**src/rtl/cie_pkg.sv**
```systemverilog
// Constants for the instruction execute subset: opcode selects, widths, reset values.
// Assumes the fetch stage hands over one decoded operation per instruction cycle.
package cie_pkg;

  // ==========================================================
  // Widths
  localparam int PC_WIDTH    = 15;
  localparam int DATA_WIDTH  = 8;
  localparam int ADDR_WIDTH  = 7;
  localparam int IMM_WIDTH   = 11;
  localparam int LATCH_WIDTH = 7;

  // ==========================================================
  // Operation selects
  localparam logic [2:0] OP_NONE       = 3'h0;
  localparam logic [2:0] OP_CALL_ABS   = 3'h1;
  localparam logic [2:0] OP_CALL_ACC   = 3'h2;
  localparam logic [2:0] OP_WDT_KICK   = 3'h3;
  localparam logic [2:0] OP_INVERT_REG = 3'h4;
  localparam logic [2:0] OP_ZERO_REG   = 3'h5;
  localparam logic [2:0] OP_ZERO_ACC   = 3'h6;
  localparam logic [2:0] OP_DEC_REG    = 3'h7;

  // ==========================================================
  // Reset values and fixed figures
  localparam logic [PC_WIDTH-1:0]   PC_RESET      = 15'h0000;
  localparam logic [DATA_WIDTH-1:0] ACC_RESET     = 8'h00;
  localparam logic [DATA_WIDTH-1:0] ZERO_BYTE     = 8'h00;
  localparam logic [DATA_WIDTH-1:0] ONE_BYTE      = 8'h01;
  localparam logic [PC_WIDTH-1:0]   PC_STEP       = 15'h0001;
  localparam int                    CALL_CYCLES   = 2;
  localparam int                    ABS_HIGH_LO   = 3;
  localparam int                    ABS_HIGH_HI   = 4;

  typedef enum logic [1:0]
  {
    ST_EXEC  = 2'b01,
    ST_FLUSH = 2'b10
  } cie_state_type;

endpackage

```
**src/rtl/cie_dest_mux.sv**
```systemverilog
// Destination steering for byte-wide results.
// Assumes results and the destination bit are valid in the same cycle.
`timescale 1ns/1ps
`default_nettype none
module cie_dest_mux
(
  // Result in
  input  wire logic                           resultValid,
  input  wire logic                           destFile,
  input  wire logic [cie_pkg::DATA_WIDTH-1:0] result,
  // Steered out
  output logic                                accWrite,
  output logic                                fileWrite,
  output logic                                resultZero
);

  always_comb
  begin
    accWrite   = resultValid && !destFile;
    fileWrite  = resultValid && destFile;
    resultZero = (result == cie_pkg::ZERO_BYTE);
  end

endmodule
`default_nettype wire

```
**src/rtl/cie_execute.sv**
```systemverilog
// Execute stage for calls, watchdog kick and single-operand byte operations.
// Assumes a fetch stage presents opValid with the decoded fields, and that the
// file register's current value arrives on fileData in the same cycle.
//
// How it works
// - The absolute call pushes the next instruction address onto the return stack first.
// - The absolute call places its 11-bit immediate in counter bits 10 to 0, upper bits from the latch.
// - Counter bits 12 and 11 come from latch bits 4 and 3 and the absolute call takes two cycles.
// - The watchdog kick zeroes the watchdog counter.
// - The watchdog kick zeroes the watchdog prescaler.
// - The watchdog kick sets the timeout and power-down status bits and leaves other flags alone.
// - The accumulator call pushes the next instruction address onto the return stack first.
// - The accumulator call loads the accumulator into counter bits 7 to 0.
// - The accumulator call loads latch bits 6 to 0 into counter bits 14 to 8.
// - The accumulator call takes two cycles and changes no status flag.
// - Invert produces the bitwise complement of a file register at address 0 to 127.
// - For invert and decrement a destination bit of 0 writes the accumulator and 1 the file register.
// - Zeroing a file register writes zero to it and sets the zero flag.
// - Zeroing the accumulator writes zero to it and sets the zero flag.
// - Decrement subtracts one from the file register and sends it to the chosen destination.
`timescale 1ns/1ps
`default_nettype none
module cie_execute
(
  // Clock and reset
  input  wire logic                            core_clk,
  input  wire logic                            reset,
  // Decoded operation
  input  wire logic                            opValid,
  input  wire logic [2:0]                      opSelect,
  input  wire logic [cie_pkg::IMM_WIDTH-1:0]   immediate,
  input  wire logic [cie_pkg::ADDR_WIDTH-1:0]  fileAddr,
  input  wire logic                            destFile,
  input  wire logic [cie_pkg::DATA_WIDTH-1:0]  fileData,
  input  wire logic [cie_pkg::LATCH_WIDTH-1:0] upperAddressLatch,
  // Program flow
  output logic                                 busy,
  output logic [cie_pkg::PC_WIDTH-1:0]         programCounter,
  output logic                                 stackPush,
  output logic [cie_pkg::PC_WIDTH-1:0]         stackTopSlot,
  // Data results
  output logic [cie_pkg::DATA_WIDTH-1:0]       accumulator,
  output logic                                 fileWrite,
  output logic [cie_pkg::ADDR_WIDTH-1:0]       fileWriteAddr,
  output logic [cie_pkg::DATA_WIDTH-1:0]       fileWriteData,
  // Status
  output logic                                 zeroFlag,
  output logic                                 timeoutStatusBit,
  output logic                                 powerdownStatusBit,
  output logic                                 watchdogClear
);

  cie_pkg::cie_state_type state;

  logic                              exec;
  logic                              isCallAbs;
  logic                              isCallAcc;
  logic                              isByteOp;
  logic [cie_pkg::DATA_WIDTH-1:0]    byteResult;
  logic                              accSel;
  logic                              fileSel;
  logic                              byteZero;
  logic [cie_pkg::PC_WIDTH-1:0]      pcNext;
  logic [cie_pkg::PC_WIDTH-1:0]      next_pc;

  // ==========================================================
  // Decode
  always_comb
  begin
    exec      = opValid && (state == cie_pkg::ST_EXEC);
    isCallAbs = exec && (opSelect == cie_pkg::OP_CALL_ABS);
    isCallAcc = exec && (opSelect == cie_pkg::OP_CALL_ACC);
    isByteOp  = exec && ((opSelect == cie_pkg::OP_INVERT_REG) || (opSelect == cie_pkg::OP_DEC_REG));
    pcNext    = programCounter + cie_pkg::PC_STEP;
  end

  always_comb
  begin
    if (opSelect == cie_pkg::OP_INVERT_REG)
    begin
      byteResult = ~fileData;
    end
    else
    begin
      byteResult = fileData - cie_pkg::ONE_BYTE;
    end
  end

  cie_dest_mux u_dest
  (
    .resultValid (isByteOp),
    .destFile    (destFile),
    .result      (byteResult),
    .accWrite    (accSel),
    .fileWrite   (fileSel),
    .resultZero  (byteZero)
  );

  // ==========================================================
  // Program counter target
  always_comb
  begin
    if (isCallAbs)
    begin
      next_pc = {upperAddressLatch[6:5], upperAddressLatch[cie_pkg::ABS_HIGH_HI:cie_pkg::ABS_HIGH_LO],
                 immediate};
    end
    else if (isCallAcc)
    begin
      next_pc = {upperAddressLatch, accumulator};
    end
    else if (exec)
    begin
      next_pc = pcNext;
    end
    else
    begin
      next_pc = programCounter;
    end
  end

  always_ff @(posedge core_clk)
  begin
    if (reset)
    begin
      programCounter <= cie_pkg::PC_RESET;
    end
    else
    begin
      programCounter <= next_pc;
    end
  end

  // ==========================================================
  // Two-cycle calls: second cycle flushes the prefetched word
  always_ff @(posedge core_clk)
  begin
    if (reset)
    begin
      state <= cie_pkg::ST_EXEC;
      busy  <= 1'b0;
    end
    else
    begin
      case (state)
        cie_pkg::ST_EXEC:
        begin
          if (isCallAbs || isCallAcc)
          begin
            state <= cie_pkg::ST_FLUSH;
            busy  <= 1'b1;
          end
        end
        cie_pkg::ST_FLUSH:
        begin
          state <= cie_pkg::ST_EXEC;
          busy  <= 1'b0;
        end
        default:
        begin
          state <= cie_pkg::ST_EXEC;
          busy  <= 1'b0;
        end
      endcase
    end
  end

  // ==========================================================
  // Return stack push
  always_ff @(posedge core_clk)
  begin
    if (reset)
    begin
      stackPush    <= 1'b0;
      stackTopSlot <= cie_pkg::PC_RESET;
    end
    else
    begin
      stackPush <= isCallAbs || isCallAcc;
      if (isCallAbs || isCallAcc)
      begin
        stackTopSlot <= pcNext;
      end
    end
  end

  // ==========================================================
  // Accumulator and file write-back
  always_ff @(posedge core_clk)
  begin
    if (reset)
    begin
      accumulator <= cie_pkg::ACC_RESET;
    end
    else if (exec && (opSelect == cie_pkg::OP_ZERO_ACC))
    begin
      accumulator <= cie_pkg::ZERO_BYTE;
    end
    else if (accSel)
    begin
      accumulator <= byteResult;
    end
  end

  always_ff @(posedge core_clk)
  begin
    if (reset)
    begin
      fileWrite     <= 1'b0;
      fileWriteAddr <= '0;
      fileWriteData <= cie_pkg::ZERO_BYTE;
    end
    else
    begin
      fileWrite     <= fileSel || (exec && (opSelect == cie_pkg::OP_ZERO_REG));
      fileWriteAddr <= fileAddr;
      fileWriteData <= (exec && (opSelect == cie_pkg::OP_ZERO_REG)) ? cie_pkg::ZERO_BYTE : byteResult;
    end
  end

  // ==========================================================
  // Status flags
  always_ff @(posedge core_clk)
  begin
    if (reset)
    begin
      zeroFlag <= 1'b0;
    end
    else if (exec && ((opSelect == cie_pkg::OP_ZERO_REG) || (opSelect == cie_pkg::OP_ZERO_ACC)))
    begin
      zeroFlag <= 1'b1;
    end
    else if (isByteOp)
    begin
      zeroFlag <= byteZero;
    end
  end

  always_ff @(posedge core_clk)
  begin
    if (reset)
    begin
      timeoutStatusBit   <= 1'b1;
      powerdownStatusBit <= 1'b1;
      watchdogClear      <= 1'b0;
    end
    else
    begin
      watchdogClear <= exec && (opSelect == cie_pkg::OP_WDT_KICK);
      if (exec && (opSelect == cie_pkg::OP_WDT_KICK))
      begin
        timeoutStatusBit   <= 1'b1;
        powerdownStatusBit <= 1'b1;
      end
    end
  end

  // ==========================================================
  // Checks
  a_abs_call_push: assert property (@(posedge core_clk) disable iff (reset)
    isCallAbs |=> stackPush && (stackTopSlot == $past(pcNext)))
    else $error("absolute call did not push next address");

  a_abs_call_target: assert property (@(posedge core_clk) disable iff (reset)
    isCallAbs |=> programCounter[10:0] == $past(immediate))
    else $error("absolute call target low bits wrong");

  a_abs_call_high: assert property (@(posedge core_clk) disable iff (reset)
    isCallAbs |=> (programCounter[12:11] == $past(upperAddressLatch[4:3])) && busy ##1 !busy)
    else $error("absolute call high bits or length wrong");

  a_kick_clears_wdt: assert property (@(posedge core_clk) disable iff (reset)
    (exec && (opSelect == cie_pkg::OP_WDT_KICK)) |=> watchdogClear ##1 !watchdogClear)
    else $error("watchdog clear pulse wrong");

  a_kick_prescaler: assert property (@(posedge core_clk) disable iff (reset)
    watchdogClear |-> $past(opSelect) == cie_pkg::OP_WDT_KICK)
    else $error("watchdog clear without kick");

  a_kick_status: assert property (@(posedge core_clk) disable iff (reset)
    (exec && (opSelect == cie_pkg::OP_WDT_KICK)) |=> timeoutStatusBit && powerdownStatusBit && $stable(zeroFlag))
    else $error("kick status bits wrong");

  a_acc_call_push: assert property (@(posedge core_clk) disable iff (reset)
    isCallAcc |=> stackPush && (stackTopSlot == $past(pcNext)))
    else $error("accumulator call did not push");

  a_acc_call_low: assert property (@(posedge core_clk) disable iff (reset)
    isCallAcc |=> programCounter[7:0] == $past(accumulator))
    else $error("accumulator call low bits wrong");

  a_acc_call_high: assert property (@(posedge core_clk) disable iff (reset)
    isCallAcc |=> programCounter[14:8] == $past(upperAddressLatch))
    else $error("accumulator call high bits wrong");

  a_acc_call_flags: assert property (@(posedge core_clk) disable iff (reset)
    isCallAcc |=> $stable(zeroFlag) && busy ##1 !busy)
    else $error("accumulator call flags or length wrong");

  a_invert_value: assert property (@(posedge core_clk) disable iff (reset)
    (isByteOp && (opSelect == cie_pkg::OP_INVERT_REG) && destFile) |=> fileWriteData == ~$past(fileData))
    else $error("invert result wrong");

  a_dest_select: assert property (@(posedge core_clk) disable iff (reset)
    (isByteOp && !destFile) |=> !fileWrite && (accumulator == $past(byteResult)))
    else $error("destination steering wrong");

  a_zero_reg: assert property (@(posedge core_clk) disable iff (reset)
    (exec && (opSelect == cie_pkg::OP_ZERO_REG)) |=> fileWrite && (fileWriteData == 8'h00) && zeroFlag)
    else $error("zero register wrong");

  a_zero_acc: assert property (@(posedge core_clk) disable iff (reset)
    (exec && (opSelect == cie_pkg::OP_ZERO_ACC)) |=> (accumulator == 8'h00) && zeroFlag)
    else $error("zero accumulator wrong");

  a_dec_value: assert property (@(posedge core_clk) disable iff (reset)
    (isByteOp && (opSelect == cie_pkg::OP_DEC_REG) && destFile) |=> fileWriteData == $past(fileData) - 8'h01)
    else $error("decrement result wrong");

  a_byte_zero: assert property (@(posedge core_clk) disable iff (reset)
    isByteOp |=> zeroFlag == ($past(byteResult) == 8'h00))
    else $error("zero flag after byte op wrong");

endmodule
`default_nettype wire

```
**config.mk**
```make
export PLATFORM = sky130hd
export DESIGN_NAME = cie_execute
export DESIGN_NICKNAME = d
export VERILOG_FILES = /design/src/rtl/cie_pkg.sv /design/src/rtl/cie_dest_mux.sv /design/src/rtl/cie_execute.sv
export SDC_FILE = /design/constraint.sdc
export NUM_CORES = 1
export LEC_CHECK = 0
export BUFFER_PORTS_ARGS = -buffer_cell sky130_fd_sc_hd__buf_4
export CORE_MARGIN = 1.5
export CORE_UTILIZATION = 53
export DETAILED_ROUTE_END_ITERATION = 12
export GPL_TIMING_DRIVEN = 0
export PLACE_DENSITY = 0.87
export SLEW_MARGIN = 25
export SYNTH_ARGS = -nofsm -noshare
export SYNTH_HDL_FRONTEND = slang
export SYNTH_HIERARCHICAL = 1
export SYNTH_SLANG_ARGS = --single-unit
```
**constraint.sdc**
```tcl
create_clock -name core_clk -period 5 [get_ports core_clk]
set_input_delay 0.25 -clock core_clk [delete_from_list [all_inputs] [get_ports core_clk]]
set_output_delay 0.25 -clock core_clk [all_outputs]
set_load 0.02 [all_outputs]
```
# After elaboration in Yosys (flattened, before gate mapping)
# Cells that the tools add are included.
[classes] add_sub_neg=2 eq_ne=8 muxes=6 bitwise=2 n_reduce_logical=21
[op_table] op="$mux W15" n=3
[op_table] op="$add A15 B1 Y15 const B" n=1
[op_table] op="$eq A3 B3 Y1 const B" n=4
[op_table] op="$logic_and A1 B1 Y1" n=10
[op_table] op="$logic_not A8 Y1" n=1
[op_table] op="$mux W8" n=1
[op_table] op="$not A8 Y8" n=1
[op_table] op="$sub A8 B1 Y8 const B" n=1
[op_table] op="$eq A3 B2 Y1 const B" n=2
[op_table] op="$reduce_or A2 Y1" n=3
[op_table] op="$logic_or A1 B1 Y1" n=4
[op_table] op="$eq A3 B1 Y1 const B" n=1
[op_table] op="$reduce_bool A3 Y1" n=1
[op_table] op="$eq A2 B1 Y1 const B" n=1
[op_table] op="$mux W1" n=2
[op_table] op="$reduce_bool A2 Y1" n=1
[op_table] op="$logic_not A1 Y1" n=1
[op_table] op="$not A1 Y1" n=1
[totals] reg_bits=60 output_inout_bits=60 elab_cells=50 input_bits=40

# Longest topological paths before layout
[logic_depth] depth_word=5 mapped_depth=10 ltp_nobuf=10

# Cells and area by module
# The synthesis kept the hierarchy.
[modules_own_cells] mod="cie_execute" cells_per_inst=333 instances=1 seq_area_each_um2=1181.1 area_each_um2=2777.7
[modules_own_cells] mod="cie_dest_mux" cells_per_inst=5 instances=1 seq_area_each_um2=0.0 area_each_um2=31.3

# Least setup slack after synthesis
# OpenSTA, ideal clock, no wires.
[synth_timing] kind="register to register" from="reg programCounter[0] (netlist bit)" to="reg programCounter[14] (netlist bit)" path_stages_with_launch=6 slack_ns=2.915 t_arrival_ns=2.011 setup_ns=0.074 period_less_slack_ns=2.085 path_buffers=0 required_time_ns=4.926 cell_sequence="dfxtp_1 -> ha_1 -> nand2_2 -> or4_4 -> or4_1 -> a31oi_1"
[synth_between] elab_chain_len=4
[synth_rtl] item="from (decl)" line="cie_execute.sv:38" rtl="output logic [cie_pkg::PC_WIDTH-1:0] programCounter,"
[synth_rtl] item="from (signal assigned)" line="cie_execute.sv:126" rtl="programCounter <= cie_pkg::PC_RESET;"
[synth_rtl] item="from (signal assigned)" line="cie_execute.sv:130" rtl="programCounter <= next_pc;"
[synth_rtl] item="$add A15 B1 Y15" line="cie_execute.sv:74" rtl="pcNext = programCounter + cie_pkg::PC_STEP;"
[synth_rtl] item="$mux W15" line="cie_execute.sv:112" rtl="else if (exec)"
[synth_rtl] item="$mux W15" line="cie_execute.sv:108" rtl="else if (isCallAcc)"
[synth_rtl] item="$mux W15" line="cie_execute.sv:103" rtl="if (isCallAbs)"
# Every way passes these cells. The select of a mux whose other input is x is not followed.
# A chain may end at the register's enable or synchronous reset.

==> results.md <==
* Status: complete, no violations
* DRT Wirelength at 8.14 mm
* Maximum VDD drop at ~220 uV
* Post-cts hold buffer count at 0
* Sum of negative setup slack at 0 ps
* Via count at ~3000
* Post CTS Setup Buffer Count at 0
* Chip Height at 75.8 um
* Post-synth EDFFs at 0
* Final non-filler cell total at a little over 500
* Skew-Pair Late Insertion Delay at 330 ps
* Die Footprint at 5750 um^2
* CTS tree: done
* Pwr/cell area at 311 nW/um^2
* Syn Inst Count at ~340
* Fraction of layout cells with a size suffix above 1 at 28.3%
* Combinational Power Share at 19.5%
* Vias/cell at 5.82
* Area of the core at 5110 um^2
* Switch Pwr at roughly 0.34 mW
* Initial antenna violation count at 0
* Dpl cells at 503
* Synth async-reset ratio at 0%
* TritonCTS buffer count at 9
* Top routing layer in use: met4
* Register area at 1180 um^2
* WL met1 at 3.36 mm
* Clock Power Share at 35.8%
* Pre-antenna DRT Iters at 5
* Starting Density at a little over half
* Synth Flop Type: dfxtp_1
* Number of antenna-violating nets in the routed design at 0
* Post-CTS sizing at 0
* Lkg Pwr at 1.56 nW
* Cell Area, Synth at 2810 um^2
* Met2 WL at 3.94 mm
* Setup ws final at between 2000 and 3000 ps
* Largest net degree at the start of global routing at 11
* Final #Nets at 486
* Layout Skew at 7.82 ps
* Max_cap viols at 0
* Critical Path Sink Type: flop
* Net Sw Frac at about 29%
* Reg clk slew, reported paths at 70 ps
* Multi-input logic area at 1470 um^2
* Tmin final at 2260 ps
* RSZ-0062 raised after global routing: no
* Required time worst endpoint at roughly 5300 ps
* Die Wd at 75.8 um
* Sequential fraction of the synthesis area at 42.0%
* Int Power at 0.841 mW
* DRT iter0 DRCs at 337
* Detail Placement HPWL at 5.89 mm
* Worst Path Arrival at 2520 ps
* WS Path Type: reg2reg
* Overflow left after global routing at 0
* First-pass GRT wire length at 12.3 mm
* Avg Inst Size Synth at just over 8 um^2
* Clock sinks at 59
* Clock buffer depth at 2
* Worst slew margin at between 30 and 40%
* Ant diodes at 0
* # IOs at 100
* Synth warn at 6
* Met3 WL post-DR at 673 um
* Crit-path max FO at 10
* Final Util at 74.4%
* P&R area growth vs syn at 35.3%
* Max-slew violations at 0
* Slew @ Worst Pin at about 890 ps
* CTS HTree Levels at 3
* Fmax at 442 MHz
* DRC viols at 0
* Sequential Power Share at 44.7%
* Fin crit share at 45.3%
* Hold WC Path Type: in2reg
* Per-cell routed wire length at 15.7 um
* Final setup violation count at 0
* Cell Rows at 26
* Fillers at 404
* Final Hold Viols at 0
* Worst slack, placed at 2650 ps
* Library cells used by synthesis at 57
* Root Buffer: clkbuf_8
* CP Launch Type: flop
* Number of synthesized register bits at 59
* GP Congestion at 0.911
* Port Buffers at 94
* GRT Util Overall at roughly 29%
* Vias in the first global route at 2614
-- metrics by stage --
stage	area, um^2	total power [mW]	hold WS (ps)
floorplan	2810	0.665	322
global placement	3610	0.758	448
detailed placement	3610	0.765	453
CTS	3800	1.18	119
global route	3800	1.23	121
finish	3800	1.18	123
-- final timing paths --
path | from | to | slack (ps) | cells past startpoint
setup / recovery | busy | accumulator[5] | 2740 | 9
setup reg to reg | busy | accumulator[5] | 2740 | 9
hold / removal | fileAddr[2] | fileWriteAddr[2] | 120 | 2
hold reg to reg | stackTopSlot[1] | stackTopSlot[1] | 460 | 2
-- Yosys cell counts (3+ instances only) --
master	number	area [um^2]
nand2_1	13	48.8
nor3b_1	8	60.1
o21ai_1	3	15.0
or3_1	8	50.1
o311ai_1	4	35.0
a211oi_1	8	60.1
a21oi_1	22	110
xnor2_1	4	35.0
o22ai_1	3	18.8
and2_1	3	18.8
and3_1	3	18.8
nand3_1	11	55.1
inv_1	12	45.0
o21ai_0	13	65.1
nor2_1	34	128
xor2_1	6	52.6
nor4_1	5	31.3
clkbuf_1	19	71.3
a31oi_1	6	37.5
nor3_1	23	115
o211ai_1	4	30.0
buf_2	5	25.0
nand4_1	3	18.8
or4_1	4	30.0
dfxtp_1	59	1180
a22oi_1	4	30.0
nor2b_1	8	50.1
o31a_1	4	35.0
nand3b_1	3	22.5
-- kinds of logic after synthesis --
logic type                 after synthesis  synth area share (%)
AOI/OAI and AO/OA                       84                  19.6
adders and majority gates                2                 0.891
xor gates and xnor gates                10                  3.12
buffers and inverters                   39                  5.70
and+or+nand+nor                        141                  27.8
other                                    1                 0.134
muxes                                    2                 0.713
DFF                                     59                  42.0
-- power groups by stage --
stage / Sequential, mW / Clock, mW / Combinational (mW)
final: 0.529 / 0.424 / 0.230
after global placement: 0.536 / 0 / 0.222
after detailed placement: 0.538 / 0 / 0.227
after floorplan: 0.567 / 0 / 0.0974
after CTS: 0.528 / 0.427 / 0.229
after global routing: 0.532 / 0.445 / 0.251
-- layer usage --
layer | up-vias | GRT usage, %
li1 | 1442 | -
met1 | 1395 | 35.7
met2 | 159 | 47.7
met3 | 23 | 5.29
met4 | 0 | 14.5
met5 | - | 0
-- final cells by class --
type | instances | share of cell area (%)
buffer | 26 | 2.93
clock buffer | 11 | 3.72
clock inverter | 5 | 1.38
inverter | 13 | 1.28
multi-input combinational | 241 | 38.7
sequential | 59 | 31.1
tap | 70 | 2.30
timing repair buffer | 94 | 18.6
-- layout by cell type, fill, tap and decap left out, types with 3 or more instances in the layout --
cell type  netlist  layout
buf_4            2      96
dfxtp_1         59      59
nor2_1          34      34
nor3_1          23      23
a21oi_1         22      22
clkbuf_1        19      20
o21ai_0         13      13
nand2_1         13      13
inv_1           12      12
nand3_1         11      11
clkbuf_8         0      10
nor3b_1          8       8
or3_1            8       8
a211oi_1         8       8
nor2b_1          8       8
xor2_1           6       6
a31oi_1          6       6
buf_2            5       5
nor4_1           5       5
xnor2_1          4       4
a22oi_1          4       4
or4_1            4       4
o311ai_1         4       4
o31a_1           4       4
o211ai_1         4       4
and2_1           3       3
nand3b_1         3       3
and3_1           3       3
nand4_1          3       3
o21ai_1          3       3
o22ai_1          3       3
clkinv_2         0       3
-- worst max-delay path: stages, from the launching register on --
cell,delay (ps)
dfxtp_1,320
and3b_1,200
clkbuf_1,340
nand2_1,130
nor2_1,160
nor2b_1,140
clkbuf_1,280
inv_1,180
or2_1,290
o22ai_1,150
-- registers in the layout (all words and copies together), names as in the netlist --
name / cells
programCounter: 15
fileWriteAddr: 7
state: 1
stackTopSlot: 15
fileWriteData: 8
accumulator: 8
zeroFlag: 1
busy: 1
stackPush: 1
fileWrite: 1
watchdogClear: 1
No activity file was read; power rests on OpenSTA's default activity.
